===== src/acef_params.svh =====
`ifndef ACEF_PARAMS_SVH
`define ACEF_PARAMS_SVH
`define ACEF_SEL_W        4
`define ACEF_SEL_GND      4'h8
`define ACEF_SEL_HALFREF  4'h9
`define ACEF_SEL_FULLREF  4'ha
`define ACEF_SEL_HALFPAD  4'hb
`define ACEF_SEL_PIN_MAX  4'h5
`define ACEF_PER_W        3
`define ACEF_BASE_CLKS    13'h0020
`define ACEF_BASE_BITS    5'h07
`define ACEF_SYS_MHZ      100
`define ACEF_FAST_MHZ     6
`define ACEF_SLOW_MHZ     1
`define ACEF_FAST_DIV     (`ACEF_SYS_MHZ / `ACEF_FAST_MHZ)
`define ACEF_SLOW_DIV     (`ACEF_SYS_MHZ / `ACEF_SLOW_MHZ)
`define ACEF_SAT_POS      16'h7fff
`define ACEF_SAT_NEG      16'h8000
`define ACEF_FLAG_OVF     0
`define ACEF_FLAG_SAT     1
`define ACEF_FLAG_FULL    2
`define ACEF_FLAG_HALF    3
`define ACEF_FLAG_DATA    4
`define ACEF_NFLAGS       5
`endif


===== src/acef_pkg.sv =====
`include "acef_params.svh"
package acef_pkg;
  typedef logic [`ACEF_NFLAGS-1:0] acef_flags_t;
  typedef enum logic [1:0] {
    ACEF_IDLE    = 2'b00,
    ACEF_DISCARD = 2'b01,
    ACEF_RUN     = 2'b10
  } acef_phase_e;
  typedef struct packed {
    logic [`ACEF_SEL_W-1:0] positive_input_select;
    logic [`ACEF_SEL_W-1:0] negative_input_select;
    logic                   slow_sample_clock_select;
    logic [`ACEF_PER_W-1:0] period;
  } acef_cfg_s;
  typedef struct packed {
    logic [5:0] pins;
    logic       gnd;
    logic       half_ref;
    logic       full_ref;
    logic       half_pad;
  } acef_route_s;
  typedef struct packed {
    acef_phase_e  phase;
    acef_cfg_s    cfg;
    acef_flags_t  flags;
    acef_flags_t  mask;
    logic [6:0]   div;
    logic [12:0]  clks;
    logic         samp_tick;
    logic [15:0]  data;
    logic         ready;
  } acef_state_s;
endpackage : acef_pkg


===== src/acef_ctrl.sv =====
// Contract
// RQ1: select codes decode to pins and internal sources
// RQ2: single-ended uses negative code nine
// RQ3: clear bit picks 6 MHz, set 1 MHz
// RQ4: sample length is 32 shifted by period
// RQ5: results left-aligned in 16-bit word
// RQ6: significant bits equal seven plus period
// RQ7: timing independent of system oscillator choice
// RQ8: overflow when result ready, dma not accepting
// RQ9: saturation when gain product leaves 16-bit
// RQ10: full flag on dma final buffer write
// RQ11: half flag on dma first-half final write
// RQ12: data flag when new result available
// RQ13: write one clears flag, zero ignored
// RQ14: flag interrupts only where mask is one
// RQ15: polled use writes zero mask
// RQ16: stop dma before changing configuration
// RQ17: clear overflow right after restarting dma
// RQ18: clamp gain product to 16-bit extremes
// RQ19: discard first conversion after enable or config
// RQ20: irq ors masked flags, set beats clear
// RQ21: flags, mask, config reset zero; sticky
`timescale 1ns/10ps
`default_nettype none
`include "acef_params.svh"
module acef_ctrl
  import acef_pkg::*;
#(
  parameter int FAST_DIV = `ACEF_FAST_DIV,
  parameter int SLOW_DIV = `ACEF_SLOW_DIV
) (
  input  wire logic               sys_clk,       // system clock
  input  wire logic               rst,           // async reset, high
  input  wire logic               enable,        // converter enable
  input  wire logic               cfg_wr,        // config write strobe
  input  wire acef_pkg::acef_cfg_s cfg_wdata,    // config write data
  output var  acef_pkg::acef_cfg_s cfg_rdata,    // config readback
  input  wire logic               mask_wr,       // mask write strobe
  input  wire acef_pkg::acef_flags_t mask_wdata, // mask write data
  output var  acef_pkg::acef_flags_t converter_event_mask,  // mask
  input  wire logic               flag_wr,       // flag clear strobe
  input  wire acef_pkg::acef_flags_t flag_wdata, // ones clear
  output var  acef_pkg::acef_flags_t converter_event_flags, // flags
  output logic                    irq,           // interrupt request
  output var  acef_pkg::acef_route_s pos_route,  // positive routing
  output var  acef_pkg::acef_route_s neg_route,  // negative routing
  output logic                    sample_clk_en, // sampling clock tick
  input  wire logic               conv_done,     // modulator result pulse
  input  wire logic [15:0]        conv_raw,      // raw signed result
  input  wire logic [31:0]        gain_product,  // signed gain product
  input  wire logic               dma_accepting, // dma taking data
  input  wire logic               dma_last_write,// dma wrote last slot
  input  wire logic               dma_half_write,// dma wrote half slot
  output logic [15:0]             result_data,   // corrected result
  output logic                    result_valid,  // new result pulse
  output logic [4:0]              sig_bits,      // significant bits
  output logic [12:0]             sample_clks    // clocks per sample
);
  import acef_pkg::*;

  ////////////////////////////////////////////////////////////////////
  function automatic acef_route_s decode(input logic [3:0] code);
    acef_route_s r;
    r = '0;
    if (code <= `ACEF_SEL_PIN_MAX) r.pins[code[2:0]] = 1'b1; // RQ1
    r.gnd      = (code == `ACEF_SEL_GND);     // RQ1
    r.half_ref = (code == `ACEF_SEL_HALFREF); // RQ1
    r.full_ref = (code == `ACEF_SEL_FULLREF); // RQ1
    r.half_pad = (code == `ACEF_SEL_HALFPAD); // RQ1
    return r;
  endfunction : decode

  function automatic logic [15:0] clamp(input logic [31:0] p);
    if ($signed(p) > $signed(32'sh00007fff)) return `ACEF_SAT_POS;
    if ($signed(p) < $signed(-32'sh00008000)) return `ACEF_SAT_NEG;
    return p[15:0];
  endfunction : clamp

  ////////////////////////////////////////////////////////////////////
  acef_state_s s_r, s_nxt;
  logic [6:0]  div_top;
  logic        sat;
  logic        new_result;
  acef_flags_t set_ev;
  logic [15:0] lmask;

  // divisor is taken from sys_clk only, so oscillator swaps upstream
  // of sys_clk do not alter sample timing
  assign div_top = s_r.cfg.slow_sample_clock_select         // RQ3 RQ7
                 ? 7'(SLOW_DIV - 1) : 7'(FAST_DIV - 1);
  assign sample_clks = `ACEF_BASE_CLKS << s_r.cfg.period;   // RQ4
  assign sig_bits = `ACEF_BASE_BITS + 5'(s_r.cfg.period);   // RQ6
  assign lmask = ~(16'hffff >> sig_bits);                   // RQ5
  assign sat = ($signed(gain_product) > $signed(32'sh00007fff))
            || ($signed(gain_product) < $signed(-32'sh00008000));
  assign new_result = conv_done && (s_r.phase == ACEF_RUN);

  always_comb begin
    set_ev = '0;
    set_ev[`ACEF_FLAG_OVF]  = new_result && !dma_accepting; // RQ8
    set_ev[`ACEF_FLAG_SAT]  = new_result && sat;            // RQ9
    set_ev[`ACEF_FLAG_FULL] = dma_last_write;               // RQ10
    set_ev[`ACEF_FLAG_HALF] = dma_half_write;               // RQ11
    set_ev[`ACEF_FLAG_DATA] = new_result;                   // RQ12
  end

  always_comb begin
    s_nxt = s_r;
    s_nxt.samp_tick = 1'b0;
    s_nxt.ready = 1'b0;
    if (cfg_wr) s_nxt.cfg = cfg_wdata;
    if (mask_wr) s_nxt.mask = mask_wdata;
    // set wins over a same-cycle clear
    s_nxt.flags = (s_r.flags & ~(flag_wr ? flag_wdata : '0)) // RQ13
                | set_ev;                                    // RQ20 RQ21
    if (s_r.div >= div_top) begin
      s_nxt.div = '0;
      s_nxt.samp_tick = 1'b1;
      // clks counts sampling clocks within one sample length
      if (s_r.clks >= sample_clks - 13'h0001) s_nxt.clks = '0; // RQ4
      else s_nxt.clks = s_r.clks + 13'h0001;
    end else begin
      s_nxt.div = s_r.div + 7'h01;
    end
    // a new configuration starts a fresh sample
    if (cfg_wr) s_nxt.clks = '0;
    case (s_r.phase)
      ACEF_IDLE: begin
        if (enable) s_nxt.phase = ACEF_DISCARD;
      end
      ACEF_DISCARD: begin
        if (conv_done) s_nxt.phase = ACEF_RUN;  // RQ19
      end
      ACEF_RUN: begin
        if (new_result) begin
          s_nxt.data  = clamp(gain_product) & lmask; // RQ18 RQ5
          s_nxt.ready = 1'b1;
        end
      end
      default: s_nxt.phase = ACEF_IDLE;
    endcase
    if (!enable) s_nxt.phase = ACEF_IDLE;
    else if (cfg_wr && s_r.phase != ACEF_IDLE)
      s_nxt.phase = ACEF_DISCARD;                // RQ19
  end

  always_ff @(posedge sys_clk or posedge rst) begin
    if (rst) s_r <= '0;                          // RQ21
    else s_r <= s_nxt;
  end

  ////////////////////////////////////////////////////////////////////
  assign cfg_rdata = s_r.cfg;
  assign converter_event_mask = s_r.mask;
  assign converter_event_flags = s_r.flags;
  assign irq = |(s_r.flags & s_r.mask);          // RQ14 RQ20
  assign pos_route = decode(s_r.cfg.positive_input_select); // RQ1
  assign neg_route = decode(s_r.cfg.negative_input_select); // RQ1
  assign sample_clk_en = s_r.samp_tick;          // RQ3
  assign result_data = s_r.data;
  assign result_valid = s_r.ready;
endmodule : acef_ctrl
`default_nettype wire


===== config.mk =====
export PLATFORM = sky130hd
export DESIGN_NAME = acef_ctrl
export DESIGN_NICKNAME = d
export VERILOG_FILES = /design/src/acef_pkg.sv /design/src/acef_ctrl.sv
export VERILOG_INCLUDE_DIRS = /design/src
export SDC_FILE = /design/constraint.sdc
export NUM_CORES = 1
export LEC_CHECK = 0
export BUFFER_PORTS_ARGS = -buffer_cell sky130_fd_sc_hd__buf_4
export CORE_ASPECT_RATIO = 1.75
export CORE_MARGIN = 3
export CORE_UTILIZATION = 30
export CTS_CLUSTER_DIAMETER = 120
export DETAILED_ROUTE_END_ITERATION = 8
export PLACE_DENSITY_LB_ADDON = 0.15
export SLEW_MARGIN = 10
export SYNTH_ARGS = -nofsm -noshare
export SYNTH_HDL_FRONTEND = slang
export SYNTH_SLANG_ARGS = --single-unit

===== constraint.sdc =====
create_clock -name sys_clk -period 3.9 [get_ports sys_clk]
set_input_delay 0.195 -clock sys_clk [delete_from_list [all_inputs] [get_ports sys_clk]]
set_output_delay 0.195 -clock sys_clk [all_outputs]
set_load 0.02 [all_outputs]

* Word-level counts from Yosys, hierarchy flattened
Cells that the tools add are included.
Storage, ports and cells: bits in registers 62, input bits 80, word-level logic and storage cells 91
Cells by class: add/sub/neg operators 4, order comparisons 10, eq/ne operators 12, shift operators 2, multiplexer cells 31, bitwise operators 6, reductions and logical operators 14
Operator list (count):
- 2-to-1 mux 16 bit | 6
- equality test 4 bit, second input constant | 8
- greater-than comparator 32 x 16 -> 1 bit, second input constant | 1
- < comparator 32 x 16 -> 1 bit, second input constant | 1
- 2-to-1 mux 13 bit | 2
- AND 16 bit | 1
- NOT 16 bit | 1
- right shift 16 x 4 -> 16 bit, first input constant | 1
- 2-to-1 mux 14 bit | 1
- 2-to-1 mux 7 bit | 2
- adder 13 x 1 -> 13 bit, second input constant | 1
- >= comparator 13 bit | 1
- left shift 6 x 3 -> 13 bit, first input constant | 1
- subtractor 13 x 1 -> 13 bit, second input constant | 1
- 2-to-1 mux 6 bit | 2
- 2-to-1 mux 1 bit | 11
- AND 5 bit | 2
- less-or-equal comparator 4 x 3 -> 1 bit, second input constant | 2
- < comparator 3 x 4 -> 1 bit, second input constant | 2
- adder 7 x 1 -> 7 bit, second input constant | 1
- >= comparator 7 bit | 1
- demux 1 bit (select 3 bit) | 2
- >= comparator 3 x 1 -> 1 bit, second input constant | 2
- logical AND 1 bit | 6
- 16 further kinds | 20

* Longest topological paths before layout
depth in word-level cells 12, mapped depth 6, depth with buffers taken out 6

* Worst setup path before layout
No wires, ideal clock.
path type flip-flop to flip-flop, from register s_r (netlist bit cfg_rdata[0]), to register s_r (netlist bit result_data[8]), library setup time 0.110 ns, arrival time 1.412 ns, data required time 3.790 ns, path slack 2.377 ns, cell stages (with the launch flop) 5, path buffers 0, cells stage by stage dfrtp_1 inv_1 ha_1 ha_1 o41ai_1
On the way: word-level cells in the longest chain between the ends 4
Ends and longest elaborated chain:
- from (decl) | line acef_ctrl.sv:80 | acef_state_s s_r, s_nxt;
- from (signal assigned) | line acef_ctrl.sv:149 | else s_r <= s_nxt;
- adder 3 x 3 -> 4 bit (no line)
- net sig_bits[0] | line acef_ctrl.sv:56 | output logic [4:0] sig_bits,
- right shift 16 x 4 -> 16 bit | line acef_ctrl.sv:93 | assign lmask = ~(16'hffff >> sig_bits);
- NOT 16 bit | line acef_ctrl.sv:93
- AND 16 bit | line acef_ctrl.sv:136 | s_nxt.data = clamp(gain_product) & lmask;
The timed path passes the listed nets, and every way through them passes these cells. A chain may end at the register's enable or synchronous reset.

* Worst setup path in the final report
from register s_r[60] (netlist name), to register s_r (netlist bit result_data[5])
On the way: word-level cells in the longest chain between the ends 3
Ends and longest elaborated chain:
- equality test 2 bit * | line acef_ctrl.sv:96, acef_ctrl.sv:127
- logical AND 1 bit | line acef_ctrl.sv:96 | assign new_result = conv_done && (s_r.phase == ACEF_RUN);
- AND reduction 2 bit (no line) *
Mark *: on every way between the ends. The rest lies on a longest branch, timed or not.

==> impl_results.md <==
* Mean instance size in the synthesized netlist at 9.634 um^2
* Multi-input gate area in the final layout at 0.001167 mm^2
* Worst slack, placed at 1.897 ns
* Cell count of the worst reg-to-reg path at 4
* Sequential share of power at 0.382
* Number of warnings printed during yosys synthesis at 0
* DRC violation count after routing at 0
* Number of buffers on the longest clock path at 2
* I/O Buffers at about 130
* Post-synthesis sequential area ratio at 0.4360
* GRT Overall Usage at 0.1407
* WL/cell at between 10 and 15 um
* Clock share of power at 0.325
* Worst hold path stage count at 2
* Setup repair after global routing missed its margin: false
* Number of placed instances, taps included at 487
* Global-route wire length before repair at 11.41 mm
* Length of the first detailed-routing pass in iterations at 4
* Final HPWL from detailed placement at ~5.6 mm
* Clock slew at reported path FFs at 0.06 ns
* Setup clock skew after layout at 0.002974 ns
* Number of cells produced by synthesis at between 200 and 300
* Static power due to leakage at 1.881 nW
* Synth area leader: dfrtp_1
* Highest fanout seen on the critical path at 20
* Standard-cell rows at 45
* Share of synthesized registers carrying an async set or reset at 1.000
* Finished Layout Cells at 495
* Ratio of routed vias to standard cells at around 4.5
* Y dimension of the die at between 100 and 150 um
* Slew at the pin closest to its max-slew limit at roughly 1 ns
* Number of sinks driven by the clock tree at 47
* Internal reg-to-reg setup slack at between 1.5 and 2 ns
* PD cells at 449.2 mW/mm^2
* H-Tree Level Count at 2
* Sw Share at 0.3090
* CTS tree: yes
* Initial Utilization at 0.3091
* Fin Setup TNS at 0 ns
* Number of top-level pins at 159
* Final setup violating endpoints at 0
* Highest attainable clock frequency at 507.3 MHz
* Sequential Area at 0.001176 mm^2
* End point of the most critical hold path: converter_event_flags[2]$_DFF_PP0_
* Most area-consuming cells after synthesis: dfrtp_1 (44%), buf_4 (12%), ha_1 (6.0%)
* Dominant register cell in the synthesized netlist: dfrtp_1
* Switching component of the power at 514.5 uW
* Die Span X at a little under 80 um
* Number of antenna diodes at 0
* Max-slew violation count at 0
* Critical path's slowest cell: nand3b_1
* Number of buffers added by the clock tree synthesis step at 5
* Distinct cells, synth at 39
* Share of the synthesized area in the top cell type at 0.4360
* Relative contribution of combinational cells to total power at 0.293
* CTS-repair resized insts at 0
* DIE AREA at 0.01021 mm^2
* Number of global-route vias before repair at 2310
* Critical-path cell list: nand3b_1 -> inv_1 -> nand2_4 -> o31ai_1
* Residual overflow from global routing at 0
* GR Util met1 at 0.1362
* Post-Synthesis Cell Area at 0.002698 mm^2
* Quantity of hold-fixing buffers added after cts at 0
* Ratio of final minimum period to clock period at 0.5054
* Post-layout net count at 470
* Latest clock arrival within the worst-skew pair at about 0.28 ns
* Headroom to the max-slew limit at 0.3355
* Arrival @ worst endpoint at approximately 2.2 ns
* EDFF count, synth at 0
* Antenna Nets Post-Route at 0
* Origin of the critical flop-to-flop path: s_r[60]$_DFFE_PP0P_
* Status: complete, no violations
* Delay contributed by the slowest stage of the critical path at 0.65 ns
* Met3 demand-to-capacity share in global routing at 0.03498
* Fill cell count at about 880
* Maximum ir drop on the vdd rail at 0.2715 mV
* Min-delay src: dma_last_write
* Number of violations of the max-capacitance limit at 0
* Initial DRC Count at 67
* P&R area growth vs syn at 37.43%
* Critical path class: reg -> reg
* Final Hold Violating Endpoints at 0
* Vias at 2247
* Final Routed Wirelength at 7.065 mm
* Post-CTS setup buffers at 0
* CTS Root Cell: clkbuf_16
* RD Place Congestion at 0.7784
* Int Pwr at about 1.2 mW
* Kind of start point of the critical path: register
* Area of the placeable core at between 0.008 and 0.009 mm^2
* Most Used Layer, Global Route: met2
* R2R Path End: result_data[5]$_DFFE_PP0P_
* Fin worst setup slack at between 1.5 and 2 ns
* Design area at 0.003707 mm^2
* Met2 global-route usage at 0.2777
* Number of antenna violations at the first check in global routing at 0
* Largest net degree at the start of global routing at 48
* Post-layout minimum cycle time at 1.971 ns
* Number of flip-flops and latches in the synthesized netlist at 47
* Total placed instance area at ~0.0035 mm^2
* Setup crit end kind: register
* Layout cell share with drive strength beyond 1 at 0.4180
* Class of the tightest hold or removal check: in -> reg
* Req. time, crit path at 4.09 ns
-- logic make-up (layout without fill, tap and decap cells) --
logic type,after synthesis,count (layout),synth area share
muxes,14,14,0.05844
DFF,47,47,0.4360
buffers and inverters,59,150,0.1438
other,1,8,0.001390
AOI/OAI and AO/OA,42,42,0.1058
xor gates and xnor gates,5,5,0.01623
adders and majority gates,13,13,0.06030
and+or+nand+nor,99,99,0.1781
-- Yosys cell counts, types with 7 or more instances --
| master | n |
|---|---|
| mux2_2 | 14 |
| o21ai_0 | 14 |
| nor4_1 | 7 |
| ha_1 | 13 |
| nand2b_1 | 8 |
| nand2_1 | 35 |
| nor2_1 | 18 |
| dfrtp_1 | 47 |
| buf_4 | 44 |
| nor3_1 | 11 |
| inv_1 | 10 |
| a21oi_1 | 8 |
-- state kept, by name (all words and copies together), names as in the netlist --
name and cells:
sample_clk_en 1, converter_event_flags 5, result_valid 1, converter_event_mask 5, cfg_rdata 12, s_r 9, result_data 14
-- layer usage --
| layer | up-vias | part of all wire |
|---|---|---|
| li1 | 1106 | - |
| met3 | 9 | 0.059 |
| met2 | 78 | 0.59 |
| met4 | 0 | 0.016 |
| met1 | 1054 | 0.33 |
| met5 | - | 0 |
-- per-stage QoR --
step | power (mW) | util | hold slack, ns
CTS | 1.693 | 0.4248 | 0.08058
global placement | 1.127 | 0.4032 | 0.3793
finish | 1.665 | 0.4248 | 0.09192
detailed placement | 1.139 | 0.4032 | 0.3813
global route | 1.765 | 0.4248 | 0.08626
floorplan | 0.9745 | - | 0.2873
-- area by class of cell --
| cell class | count | share of cell area |
|---|---|---|
| Sequential cell | 47 | 0.3172 |
| Multi-Input combinational cell | 181 | 0.3149 |
| Timing Repair Buffer | 132 | 0.2673 |
| Tap cell | 117 | 0.03949 |
| Clock buffer | 6 | 0.03476 |
| Clock inverter | 2 | 0.01620 |
| Inverter | 10 | 0.01012 |
-- layout by cell type, fill, tap and decap left out, drive strengths merged, types with 2 or more instances in the layout --
cell | netlist | routed
nor4 | 7 | 7
nor2 | 18 | 18
dfrtp | 47 | 47
o21ai | 17 | 17
bufinv | 0 | 2
nor3 | 11 | 11
inv | 10 | 10
o41ai | 2 | 2
nor2b | 3 | 3
buf | 45 | 132
a21oi | 8 | 8
conb | 1 | 8
nand2b | 8 | 8
nand3 | 5 | 5
ha | 13 | 13
mux2 | 14 | 14
nand4 | 4 | 4
xor2 | 4 | 4
o31ai | 3 | 3
a21o | 3 | 3
and2 | 4 | 4
nand2 | 36 | 36
clkbuf | 4 | 6
o221ai | 2 | 2
-- critical path: cells and delay by family, from the launching register on --
kind                   cells  cell delay [ns]
AO/OA/AOI/OAI              1             0.26
buffers and inverters      1             0.42
flip-flops                 1             0.40
AND/OR/NAND/NOR            2             0.80
-- power groups by stage --
stage               combinational (mW)  clock (mW)  sequential [mW]
finish                           0.487       0.542            0.636
global route                     0.538       0.578            0.650
CTS                              0.495       0.562            0.636
detailed placement               0.495           0            0.645
global placement                 0.484           0            0.643
floorplan                        0.345           0            0.630
-- how the worst max path moves through the flow --
stage,start,endpoint,slack (ns)
after floorplan,cfg_rdata[0]$_DFFE_PP0P_,result_data[8]$_DFFE_PP0P_,2.38
after global placement,s_r[60]$_DFFE_PP0P_,result_data[3]$_DFFE_PP0P_,1.93
after detailed placement,s_r[60]$_DFFE_PP0P_,result_data[5]$_DFFE_PP0P_,1.90
after CTS,s_r[60]$_DFFE_PP0P_,result_data[5]$_DFFE_PP0P_,1.86
after global routing,s_r[60]$_DFFE_PP0P_,result_data[5]$_DFFE_PP0P_,1.68
final,s_r[60]$_DFFE_PP0P_,result_data[5]$_DFFE_PP0P_,1.93
Power figures use the tool's default switching activity.
